## src/design/gtc_pkg.sv

```systemverilog
//==============================================================
// Behaviour
// RQ1 - 16-bit counter as readable writable byte pair
// RQ2 - wrap FFFF to 0000 sets overflow flag
// RQ3 - request needs flag and three enables
// RQ4 - flag stays until software writes zero
// RQ5 - software clears counter and flag first
// RQ6 - timer mode counts each instruction cycle
// RQ7 - counter mode counts external rising edges
// RQ8 - timer, synchronous or asynchronous counter modes
// RQ9 - falling edge needed before first rising
// RQ10 - prescale divides by 1, 2, 4, 8
// RQ11 - prescaler hidden, cleared by count write
// RQ12 - gate from pin or second comparator
// RQ13 - gate matters only when gate enabled
// RQ14 - gate invert flips either gate source
// RQ15 - asynchronous mode counts in sleep, wakes
// RQ16 - crystal oscillator may be count source
// RQ17 - run enable starts, clear holds value
// RQ18 - clock source selects instruction or external
// RQ19 - sync bit chooses synchronised or bypass
// RQ20 - gate low permits, inverted gate high
package gtc_pkg;

  //============================================================
  // register addresses
  localparam logic [2:0] ADDR_COUNT_LOW  = 3'h0;
  localparam logic [2:0] ADDR_COUNT_HIGH = 3'h1;
  localparam logic [2:0] ADDR_CONTROL    = 3'h2;
  localparam logic [2:0] ADDR_FLAG       = 3'h3;
  localparam logic [2:0] ADDR_ENABLE     = 3'h4;
  localparam logic [2:0] ADDR_IRQ_CTRL   = 3'h5;
  localparam logic [2:0] ADDR_COMP_CTRL  = 3'h6;

  //============================================================
  // field positions
  localparam int OVERFLOW_BIT      = 0;
  localparam int OVERFLOW_EN_BIT   = 0;
  localparam int GROUP_EN_BIT      = 6;
  localparam int GLOBAL_EN_BIT     = 7;
  localparam int GATE_SRC_BIT      = 1;

  //============================================================
  // reset values and counts
  localparam logic [7:0]  CONTROL_RESET  = 8'h00;
  localparam logic [15:0] COUNT_RESET    = 16'h0000;
  localparam logic [15:0] COUNT_MAX      = 16'hFFFF;
  localparam logic [1:0]  INSTR_LAST_PH  = 2'h3;  // four clocks per instruction

  // control register layout, bit 7 first
  typedef struct packed {
    logic       gate_invert;
    logic       gate_enable;
    logic [1:0] prescale_select;
    logic       osc_enable;
    logic       sync_bypass;
    logic       clock_source_select;
    logic       run_enable;
  } ctrl_s;

endpackage

```

## src/design/gated_counter.sv

```systemverilog
// Strobed register access and the register offsets were decided locally.
`timescale 1ns/100ps
module gated_counter (
  input  logic       CLK,
  input  logic       ARST_N,
  input  logic [2:0] ADDR,
  input  logic [7:0] WDATA,
  input  logic       WR,
  input  logic       RD,
  output logic [7:0] RDATA,
  input  logic       EXTERNAL_COUNT_CLOCK,
  input  logic       LOW_POWER_CRYSTAL_OSC,
  input  logic       INTERNAL_OSCILLATOR_NO_CLOCK_OUTPUT,
  input  logic       GATE_PIN_N,
  input  logic       SECOND_COMPARATOR_OUTPUT,
  input  logic       SLEEP,
  output logic       IRQ,
  output logic       WAKE
);

  //==============================================================
  // registers
  gtc_pkg::ctrl_s ctrl;
  logic [15:0]    count;
  logic           overflow_flag;
  logic           overflow_enable;
  logic           peripheral_group_enable;
  logic           global_irq_enable;
  logic           gate_source_select;
  logic [1:0]     phase;
  logic [2:0]     prescale;
  logic           sync1;
  logic           sync2;
  logic           prev_src;
  logic           armed;

  logic           wr_low;
  logic           wr_high;
  logic           ext_raw;
  logic           ext_sel;
  logic           instr_tick;
  logic           rise;
  logic           fall;
  logic           source_tick;
  logic           gate_sig;
  logic           gate_ok;
  logic           running;
  logic [2:0]     pre_mask;
  logic           count_tick;
  logic           wrap;
  logic           async_mode;

  assign wr_low  = WR && (ADDR == gtc_pkg::ADDR_COUNT_LOW);
  assign wr_high = WR && (ADDR == gtc_pkg::ADDR_COUNT_HIGH);

  //==============================================================
  // count source
  // RQ16 crystal as source
  assign ext_raw = (ctrl.osc_enable && INTERNAL_OSCILLATOR_NO_CLOCK_OUTPUT) ? LOW_POWER_CRYSTAL_OSC
                                                                : EXTERNAL_COUNT_CLOCK;
  assign async_mode = ctrl.clock_source_select && ctrl.sync_bypass;

  // two-flop synchroniser for the external clock
  always_ff @(posedge CLK or negedge ARST_N) begin
    if (!ARST_N) begin
      sync1 <= 1'b0;
      sync2 <= 1'b0;
    end else begin
      sync1 <= ext_raw;
      sync2 <= sync1;
    end
  end

  // RQ19 sync or bypass
  assign ext_sel = ctrl.sync_bypass ? ext_raw : sync2;

  // instruction phase, stops during sleep
  always_ff @(posedge CLK or negedge ARST_N) begin
    if (!ARST_N) begin
      phase <= 2'h0;
    end else if (!SLEEP) begin
      phase <= phase + 2'h1;
    end
  end

  // RQ6 one tick per instruction
  assign instr_tick = !SLEEP && (phase == gtc_pkg::INSTR_LAST_PH);

  // previous level of the selected external clock
  always_ff @(posedge CLK or negedge ARST_N) begin
    if (!ARST_N) begin
      prev_src <= 1'b0;
    end else begin
      prev_src <= ext_sel;
    end
  end

  assign rise = ext_sel && !prev_src;
  assign fall = !ext_sel && prev_src;

  // RQ9 arm on falling edge
  always_ff @(posedge CLK or negedge ARST_N) begin
    if (!ARST_N) begin
      armed <= 1'b0;
    end else if (!ctrl.run_enable || !ctrl.clock_source_select) begin
      armed <= 1'b0;
    end else if (fall) begin
      armed <= 1'b1;
    end
  end

  //==============================================================
  // mode selection
  always_comb begin
    if (!ctrl.clock_source_select) begin
      // RQ18 instruction clock
      source_tick = instr_tick;
    end else if (async_mode) begin
      // RQ15 counts during sleep
      source_tick = rise && armed;
    end else begin
      // RQ7 synchronised edges
      source_tick = rise && armed && !SLEEP;
    end
  end

  //==============================================================
  // gate
  // RQ12 gate source
  assign gate_sig = (gate_source_select ? SECOND_COMPARATOR_OUTPUT : GATE_PIN_N)
                    // RQ14 invert gate
                    ^ ctrl.gate_invert;
  // RQ13 RQ20 gate permits on low
  assign gate_ok = !ctrl.gate_enable || !gate_sig;
  // RQ17 run enable
  assign running = ctrl.run_enable && gate_ok;

  //==============================================================
  // prescaler
  // RQ10 divide select
  always_comb begin
    case (ctrl.prescale_select)
      2'h0:    pre_mask = 3'h0;
      2'h1:    pre_mask = 3'h1;
      2'h2:    pre_mask = 3'h3;
      default: pre_mask = 3'h7;
    endcase
  end

  // RQ11 clear on count write
  always_ff @(posedge CLK or negedge ARST_N) begin
    if (!ARST_N) begin
      prescale <= 3'h0;
    end else if (wr_low || wr_high) begin
      prescale <= 3'h0;
    end else if (running && source_tick) begin
      prescale <= (prescale & pre_mask) == pre_mask ? 3'h0 : prescale + 3'h1;
    end
  end

  assign count_tick = running && source_tick && ((prescale & pre_mask) == pre_mask);
  assign wrap       = count_tick && (count == gtc_pkg::COUNT_MAX);

  //==============================================================
  // counter, software write takes priority
  // RQ1 RQ8 byte pair
  always_ff @(posedge CLK or negedge ARST_N) begin
    if (!ARST_N) begin
      count <= gtc_pkg::COUNT_RESET;
    end else if (wr_low) begin
      count[7:0] <= WDATA;
    end else if (wr_high) begin
      count[15:8] <= WDATA;
    end else if (count_tick) begin
      count <= count + 16'h0001;
    end
  end

  //==============================================================
  // overflow flag, hardware set wins over clear
  // RQ2 RQ4 sticky flag
  always_ff @(posedge CLK or negedge ARST_N) begin
    if (!ARST_N) begin
      overflow_flag <= 1'b0;
    end else if (wrap) begin
      overflow_flag <= 1'b1;
    end else if (WR && ADDR == gtc_pkg::ADDR_FLAG) begin
      overflow_flag <= WDATA[gtc_pkg::OVERFLOW_BIT];
    end
  end

  // wake pulse on asynchronous overflow in sleep
  // RQ15 wake on overflow
  always_ff @(posedge CLK or negedge ARST_N) begin
    if (!ARST_N) begin
      WAKE <= 1'b0;
    end else begin
      WAKE <= wrap && async_mode && SLEEP;
    end
  end

  // RQ3 interrupt request
  always_ff @(posedge CLK or negedge ARST_N) begin
    if (!ARST_N) begin
      IRQ <= 1'b0;
    end else begin
      IRQ <= overflow_flag && overflow_enable && peripheral_group_enable && global_irq_enable;
    end
  end

  //==============================================================
  // configuration registers
  always_ff @(posedge CLK or negedge ARST_N) begin
    if (!ARST_N) begin
      ctrl                    <= gtc_pkg::ctrl_s'(gtc_pkg::CONTROL_RESET);
      overflow_enable         <= 1'b0;
      peripheral_group_enable <= 1'b0;
      global_irq_enable       <= 1'b0;
      gate_source_select      <= 1'b0;
    end else if (WR) begin
      if (ADDR == gtc_pkg::ADDR_CONTROL) begin
        ctrl <= gtc_pkg::ctrl_s'(WDATA);
      end else if (ADDR == gtc_pkg::ADDR_ENABLE) begin
        overflow_enable <= WDATA[gtc_pkg::OVERFLOW_EN_BIT];
      end else if (ADDR == gtc_pkg::ADDR_IRQ_CTRL) begin
        peripheral_group_enable <= WDATA[gtc_pkg::GROUP_EN_BIT];
        global_irq_enable       <= WDATA[gtc_pkg::GLOBAL_EN_BIT];
      end else if (ADDR == gtc_pkg::ADDR_COMP_CTRL) begin
        gate_source_select <= WDATA[gtc_pkg::GATE_SRC_BIT];
      end
    end
  end

  //==============================================================
  // read data, one cycle after the strobe, zero otherwise
  always_ff @(posedge CLK or negedge ARST_N) begin
    if (!ARST_N) begin
      RDATA <= 8'h00;
    end else if (!RD) begin
      RDATA <= 8'h00;
    end else if (ADDR == gtc_pkg::ADDR_COUNT_LOW) begin
      RDATA <= count[7:0];
    end else if (ADDR == gtc_pkg::ADDR_COUNT_HIGH) begin
      RDATA <= count[15:8];
    end else if (ADDR == gtc_pkg::ADDR_CONTROL) begin
      RDATA <= ctrl;
    end else if (ADDR == gtc_pkg::ADDR_FLAG) begin
      RDATA <= {7'h00, overflow_flag};
    end else if (ADDR == gtc_pkg::ADDR_ENABLE) begin
      RDATA <= {7'h00, overflow_enable};
    end else if (ADDR == gtc_pkg::ADDR_IRQ_CTRL) begin
      RDATA <= {global_irq_enable, peripheral_group_enable, 6'h00};
    end else if (ADDR == gtc_pkg::ADDR_COMP_CTRL) begin
      RDATA <= {6'h00, gate_source_select, 1'b0};
    end else begin
      RDATA <= 8'h00;
    end
  end

endmodule

```

## config.mk

```make
export PLATFORM = sky130hd
export DESIGN_NAME = gated_counter
export DESIGN_NICKNAME = d
export VERILOG_FILES = /design/src/design/gtc_pkg.sv /design/src/design/gated_counter.sv
export SDC_FILE = /design/constraint.sdc
export NUM_CORES = 1
export LEC_CHECK = 0
export ABC_AREA = 0
export ABC_CLOCK_PERIOD_IN_PS = 1650
export BUFFER_PORTS_ARGS = -buffer_cell sky130_fd_sc_hd__buf_2
export CORE_ASPECT_RATIO = 0.8
export CORE_UTILIZATION = 52
export DETAILED_ROUTE_END_ITERATION = 6
export PLACE_DENSITY = 0.72
export SETUP_SLACK_MARGIN = 0.2
export SYNTH_ARGS = -nofsm -noshare
export SYNTH_HDL_FRONTEND = slang
export SYNTH_SLANG_ARGS = --single-unit
```

## constraint.sdc

```tcl
create_clock -name CLK -period 1.65 [get_ports CLK]
set_input_delay 0.0825 -clock CLK [delete_from_list [all_inputs] [get_ports CLK]]
set_output_delay 0.0825 -clock CLK [all_outputs]
set_load 0.01 [all_outputs]
```

# After elaboration in Yosys (flattened, before gate mapping)
# Index checks and enable logic that the tools add are counted.
dict set report word_totals {
  rom_bits 0
  latch_bits 0
  reg_bits 48
  ramBits 0
  memories 0
  output_inout_bits 10
}
dict set report classes {
  eq_ne 12
  n_lt_le_gt_ge 0
  n_mul 0
  mux 25
  bitwise 6
  div_mod_pow 0
  shift 0
  reduce_logical 42
  addsub 3
}
# cell count
set op_table {}
lappend op_table {{$mux 8} 10}
lappend op_table {{$logic_and 1x1->1} 19}
lappend op_table {{$add 16x1->16 const B} 1}
lappend op_table {{$eq 16x16->1 const B} 1}
lappend op_table {{$mux 16} 1}
lappend op_table {{$reduce_bool 2->1} 5}
lappend op_table {{$eq 3x3->1 const B} 3}
lappend op_table {{$mux 1} 9}
lappend op_table {{$mux 3} 3}
lappend op_table {{$pmux 3 s3} 1}
lappend op_table {{$logic_not 1->1} 7}
lappend op_table {{$eq 3x2->1 const B} 2}
lappend op_table {{$reduce_and 2->1} 3}
lappend op_table {{$reduce_and 5->1} 1}
lappend op_table {{$eq 2x2->1 const B} 2}
lappend op_table {{$not 1->1} 4}
lappend op_table {{$reduce_and 4->1} 1}
lappend op_table {{$add 3x1->3 const B} 1}
lappend op_table {{$and 3x3->3} 1}
lappend op_table {{$eq 3x1->1 const B} 1}
lappend op_table {{$eq 3x3->1} 1}
lappend op_table {{$logic_not 3->1} 1}
lappend op_table {{$logic_or 1x1->1} 3}
lappend op_table {{$reduce_and 3->1} 1}
lappend op_table {{other kinds (6)} 6}

# Depth between registers and ports, before layout
dict set report logic_depth {
  depth_word 13
  ltp_mapped 7
}

# Least setup slack after synthesis
# No wires, ideal clock.
dict set report synth_timing {
  path_type {flip-flop to flip-flop}
  startpoint {register ctrl[3] (netlist bit)}
  endpoint {register count[2]}
  period_less_slack_ps 1765
  arrival_ps 1633
  path_stages_with_launch 8
  setup_slack_ps -115
  required_ps 1518
  cell_sequence {dfrtp_1 > and3_1 > a211oi_2 > a2bb2oi_4 > buf_4 > nor3_1 > xnor2_1 > o21ai_1}
}
dict set report synth_between {
  elab_chain_cells 12
}
# element line_no
set synth_rtl {}
lappend synth_rtl {{start: declaration} gated_counter.sv:23} ;# gtc_pkg::ctrl_s ctrl;
lappend synth_rtl {{start signal: assignment} gated_counter.sv:215} ;# ctrl <= gtc_pkg::ctrl_s'(gtc_pkg::CONTROL_RESET);
lappend synth_rtl {{start signal: assignment} gated_counter.sv:222} ;# ctrl <= gtc_pkg::ctrl_s'(WDATA);
lappend synth_rtl {{$logic_and 1x1->1 (*)} gated_counter.sv:59} ;# assign ext_raw = (ctrl.osc_enable && INTERNAL_OSCILLATOR_NO_CLOCK_OUTPUT) ? LOW_POWER_CRYSTAL_OSC
lappend synth_rtl {{$mux 1 (*)} gated_counter.sv:59}
lappend synth_rtl {{$mux 1 (*)} gated_counter.sv:75} ;# assign ext_sel = ctrl.sync_bypass ? ext_raw : sync2;
lappend synth_rtl {{$logic_and 1x1->1 (*)} gated_counter.sv:98} ;# assign rise = ext_sel && !prev_src;
lappend synth_rtl {{$logic_and 1x1->1 (*)} {gated_counter.sv:120, gated_counter.sv:123}}
lappend synth_rtl {{$logic_and 1x1->1} gated_counter.sv:123} ;# source_tick = rise && armed && !SLEEP;
lappend synth_rtl {{$mux 1 (*)} gated_counter.sv:118} ;# end else if (async_mode) begin
lappend synth_rtl {{$mux 1 (*)} gated_counter.sv:115} ;# if (!ctrl.clock_source_select) begin
lappend synth_rtl {{$logic_and 1x1->1 (*) (2 in series)} gated_counter.sv:161} ;# assign count_tick = running && source_tick && ((prescale & pre_mask) == pre_mask);
lappend synth_rtl {{$reduce_bool 2->1 (no source line) (*)} --}
lappend synth_rtl {{$reduce_and 2->1 (no source line) (*)} --}
lappend synth_rtl {{end signal: assignment} gated_counter.sv:169} ;# count <= gtc_pkg::COUNT_RESET;
lappend synth_rtl {{end signal: assignment} gated_counter.sv:175} ;# count <= count + 16'h0001;
lappend synth_rtl {{end: declaration} gated_counter.sv:24} ;# logic [15:0] count;
# Every way passes the cells marked *; elsewhere a longest branch is shown, timed or not.
# A chain may end at the register's enable or synchronous reset.

# Final worst setup path
dict set report layout_timing {
  startpoint {register ctrl[3] (netlist bit)}
  endpoint {register count[15]}
}
# The elaborated chain is that of the path after synthesis.

==> flow_metrics.tcl <==
set metrics [dict create \
    via_per_inst 5.95 \
    setup.worst_path.start "ctrl[3]$_DFFE_PN0P_" \
    ir_worst_vdd_mv 0.794 \
    synth_nets 287 \
    drc_errors 0 \
    wl_per_cell_um 19.0 \
    min_path_type "primary input to register" \
    synthCells 263 \
    layout_setup_ws_ps -262 \
    max_slew_margin_pct 61.5 \
    ys.flop_type "dfrtp_1" \
    clk_latency_ps 310 \
    dieWidth_um 82.0 \
    hold_depth 3 \
    die_h_um 66.0 \
    grt_pass1_vias 2392 \
    hpwl_mm 4.96 \
    synth-seq-area-share_pct 45.1 \
    fin_worst_skew_ps 9.80 \
    hp-start "EXTERNAL_COUNT_CLOCK" \
    grt_pass1_wl_mm 12.3 \
    slew_violations 0 \
    syn_area_mm2 0.00266 \
    netlist.area_leader.share_pct 45.1 \
    drive_gt1_share_pct 41.6 \
    fill_cells 302 \
    final-setup-viol-count 21 \
    violations "setup timing" \
    worst_pin_slew_ps 577 \
    pin_count 31 \
    leakagePower_nw 1.71 \
    final_nets 374 \
    start_util_pct 55.9 \
    syn_to_final_growth_pct 39.7 \
    status "finished with violations" \
    ys_top_cells_by_area "dfrtp_1, mux2_2, mux2i_1, nand2_1, nor2_1" \
    layout_commonest_cell "dfrtp_1" \
    dp.cells 388 \
    drt-initial-drc-count 114 \
    syn_area_per_cell_um2 10.1 \
    routed_wl_mm 7.82 \
    synth_area_leader_cell "dfrtp_1" \
    arrival_ps 2100 \
    port_buffers 30 \
    via_count 2445 \
    globalRouteOverflowTotal 0 \
    hold_viol 0 \
    synth_cell_types 49 \
    power_density_mw_per_mm2 1140 \
    routabilityCongestion 0.903 \
    reg2reg_to "count[15]$_DFFE_PN0P_" \
    drv_cap 0 \
    cts_root_buffer "clkbuf_8" \
    layout_common_cells "dfrtp_1, buf_4, buf_2" \
    htreeDepth 2 \
    die_area_mm2 0.00541 \
    layout.cells.non_filler 411 \
    cp_max_fo 5 \
    finalPower_mw 4.23 \
    post-route-period-util_pct 116 \
    async_flop_share_pct 100 \
    synth_edf_count 0 \
    antenna_found_initial 0 \
    hold_end "sync1$_DFF_PN0_" \
    cp.required_ps 1840 \
    first_pass_iters 5 \
    clock.fmax_ghz 0.523 \
    clock_path_buffers 2 \
    coreArea_mm2 0.00476 \
    final_antenna_net_count 0 \
    synth-seq-cells 48 \
    clk_pin_slew_ps 100 \
    antenna_cells 0 \
    rsz0062_at_grt "yes" \
    dp_worst_setup_slack_ps -203 \
    worstRegToRegCells 8 \
    crit_type "register to register" \
    cts_sinks 48 \
    startpoint_type "register" \
    cts_buffers 5 \
    period_minus_slack_ps 1910 \
    r2r_setup_slack_ps -260 \
    grt_max_degree 28 \
    yosysWarnings 0 \
    crit-reg2reg-launch "ctrl[3]$_DFFE_PN0P_" \
    end_kind "register" \
    rows 22 \
    grtUsageTotal_pct 31.3 \
    cts_tree "built" \
]
-- logic make-up (layout without fill, tap and decap cells) --
family	Yosys count	count (layout)	share of synthesized area, %
AND/OR/NAND/NOR	109	109	24.4
flip-flops	48	48	45.1
AO/OA/AOI/OAI	47	47	12.0
multiplexers	25	25	10.0
buffers and inverters	20	108	3.48
XOR/XNOR	11	11	3.62
adder cells (fa/ha/maj)	3	3	1.41
-- Yosys cell counts (3+ instances only) --
library cell / n
nor2b_1: 6
clkbuf_1: 5
and2_1: 4
xnor2_1: 10
nor2_1: 26
a21boi_0: 4
nor3_1: 4
mux2i_1: 12
ha_1: 3
a21oi_1: 12
dfrtp_1: 48
o21ai_1: 10
a211oi_1: 9
nand2_1: 28
inv_1: 9
and3_1: 7
mux2_2: 13
nand3_1: 10
nor4_2: 5
-- flip-flops by register name, summed over array words and instances (netlist names), 2 cells and up --
register  flops
phase         2
prescale      3
ctrl          8
count        16
RDATA         8
-- report_power, final --
| group | internal [mW] | leakage [nW] | switching (mW) |
|---|---|---|---|
| clock network | 0.457 | 0.0548 | 0.444 |
| logic | 0.876 | 1.06 | 0.860 |
| registers | 1.41 | 0.596 | 0.187 |
| total | 2.74 | 1.71 | 1.49 |
-- worst max-delay path, cell delays in order (launching register included) --
cell and delay [ps]:
dfrtp_1 410, and3_4 170, a211oi_4 230, a2bb2oi_4 260
buf_12 160, nor4b_4 50, buf_4 180, a211oi_2 250
a211oi_1 80
-- area by class of cell --
cell class,instances,area (um2),share of cell area (%)
Clock inverter,3,46.3,1.24
Timing Repair Buffer,91,738,19.8
Inverter,9,33.8,0.908
Tap cell,60,75.1,2.02
Multi-Input combinational cell,195,1560,41.9
Sequential cell,48,1200,32.3
Clock buffer,5,68.8,1.85
-- how the worst max path moves through the flow --
stage	end	slack, ps
floorplan	count[12]$_DFFE_PN0P_	-30
global placement	count[14]$_DFFE_PN0P_	-110
detailed placement	count[5]$_DFFE_PN0P_	-200
CTS	count[6]$_DFFE_PN0P_	-160
global route	count[14]$_DFFE_PN0P_	-340
finish	count[15]$_DFFE_PN0P_	-260
-- stage by stage --
stage	hold slack, ps	cell area, um2	setup TNS (ps)	util, %
global placement	98.0	3240	-1450	68.0
finish	10.3	3720	-3590	78.1
global route	3.94	3720	-5420	78.1
floorplan	-213	2680	-132	-
detailed placement	98.5	3240	-2070	68.0
CTS	17.1	3590	-1920	75.4
-- per-layer routing --
layer	vias up	GRT usage (%)	part of all wire [%]
met5	-	0	0
met4	0	10.1	2.4
met3	18	7.45	7.0
met2	102	50.5	49
met1	1212	41.1	42
li1	1113	-	-
-- timing repair --
action / 4_1_cts / 5_1_grt
hold endpoints to repair: 21 / 0
pin swaps: 26 / 11
hold buffers: 1 / 0
setup buffers: 7 / 6
endpoints found under the setup margin: 21 / 21
resized for setup: 27 / 17
gates cloned: 1 / 0
(Power assumes the default switching activity.)
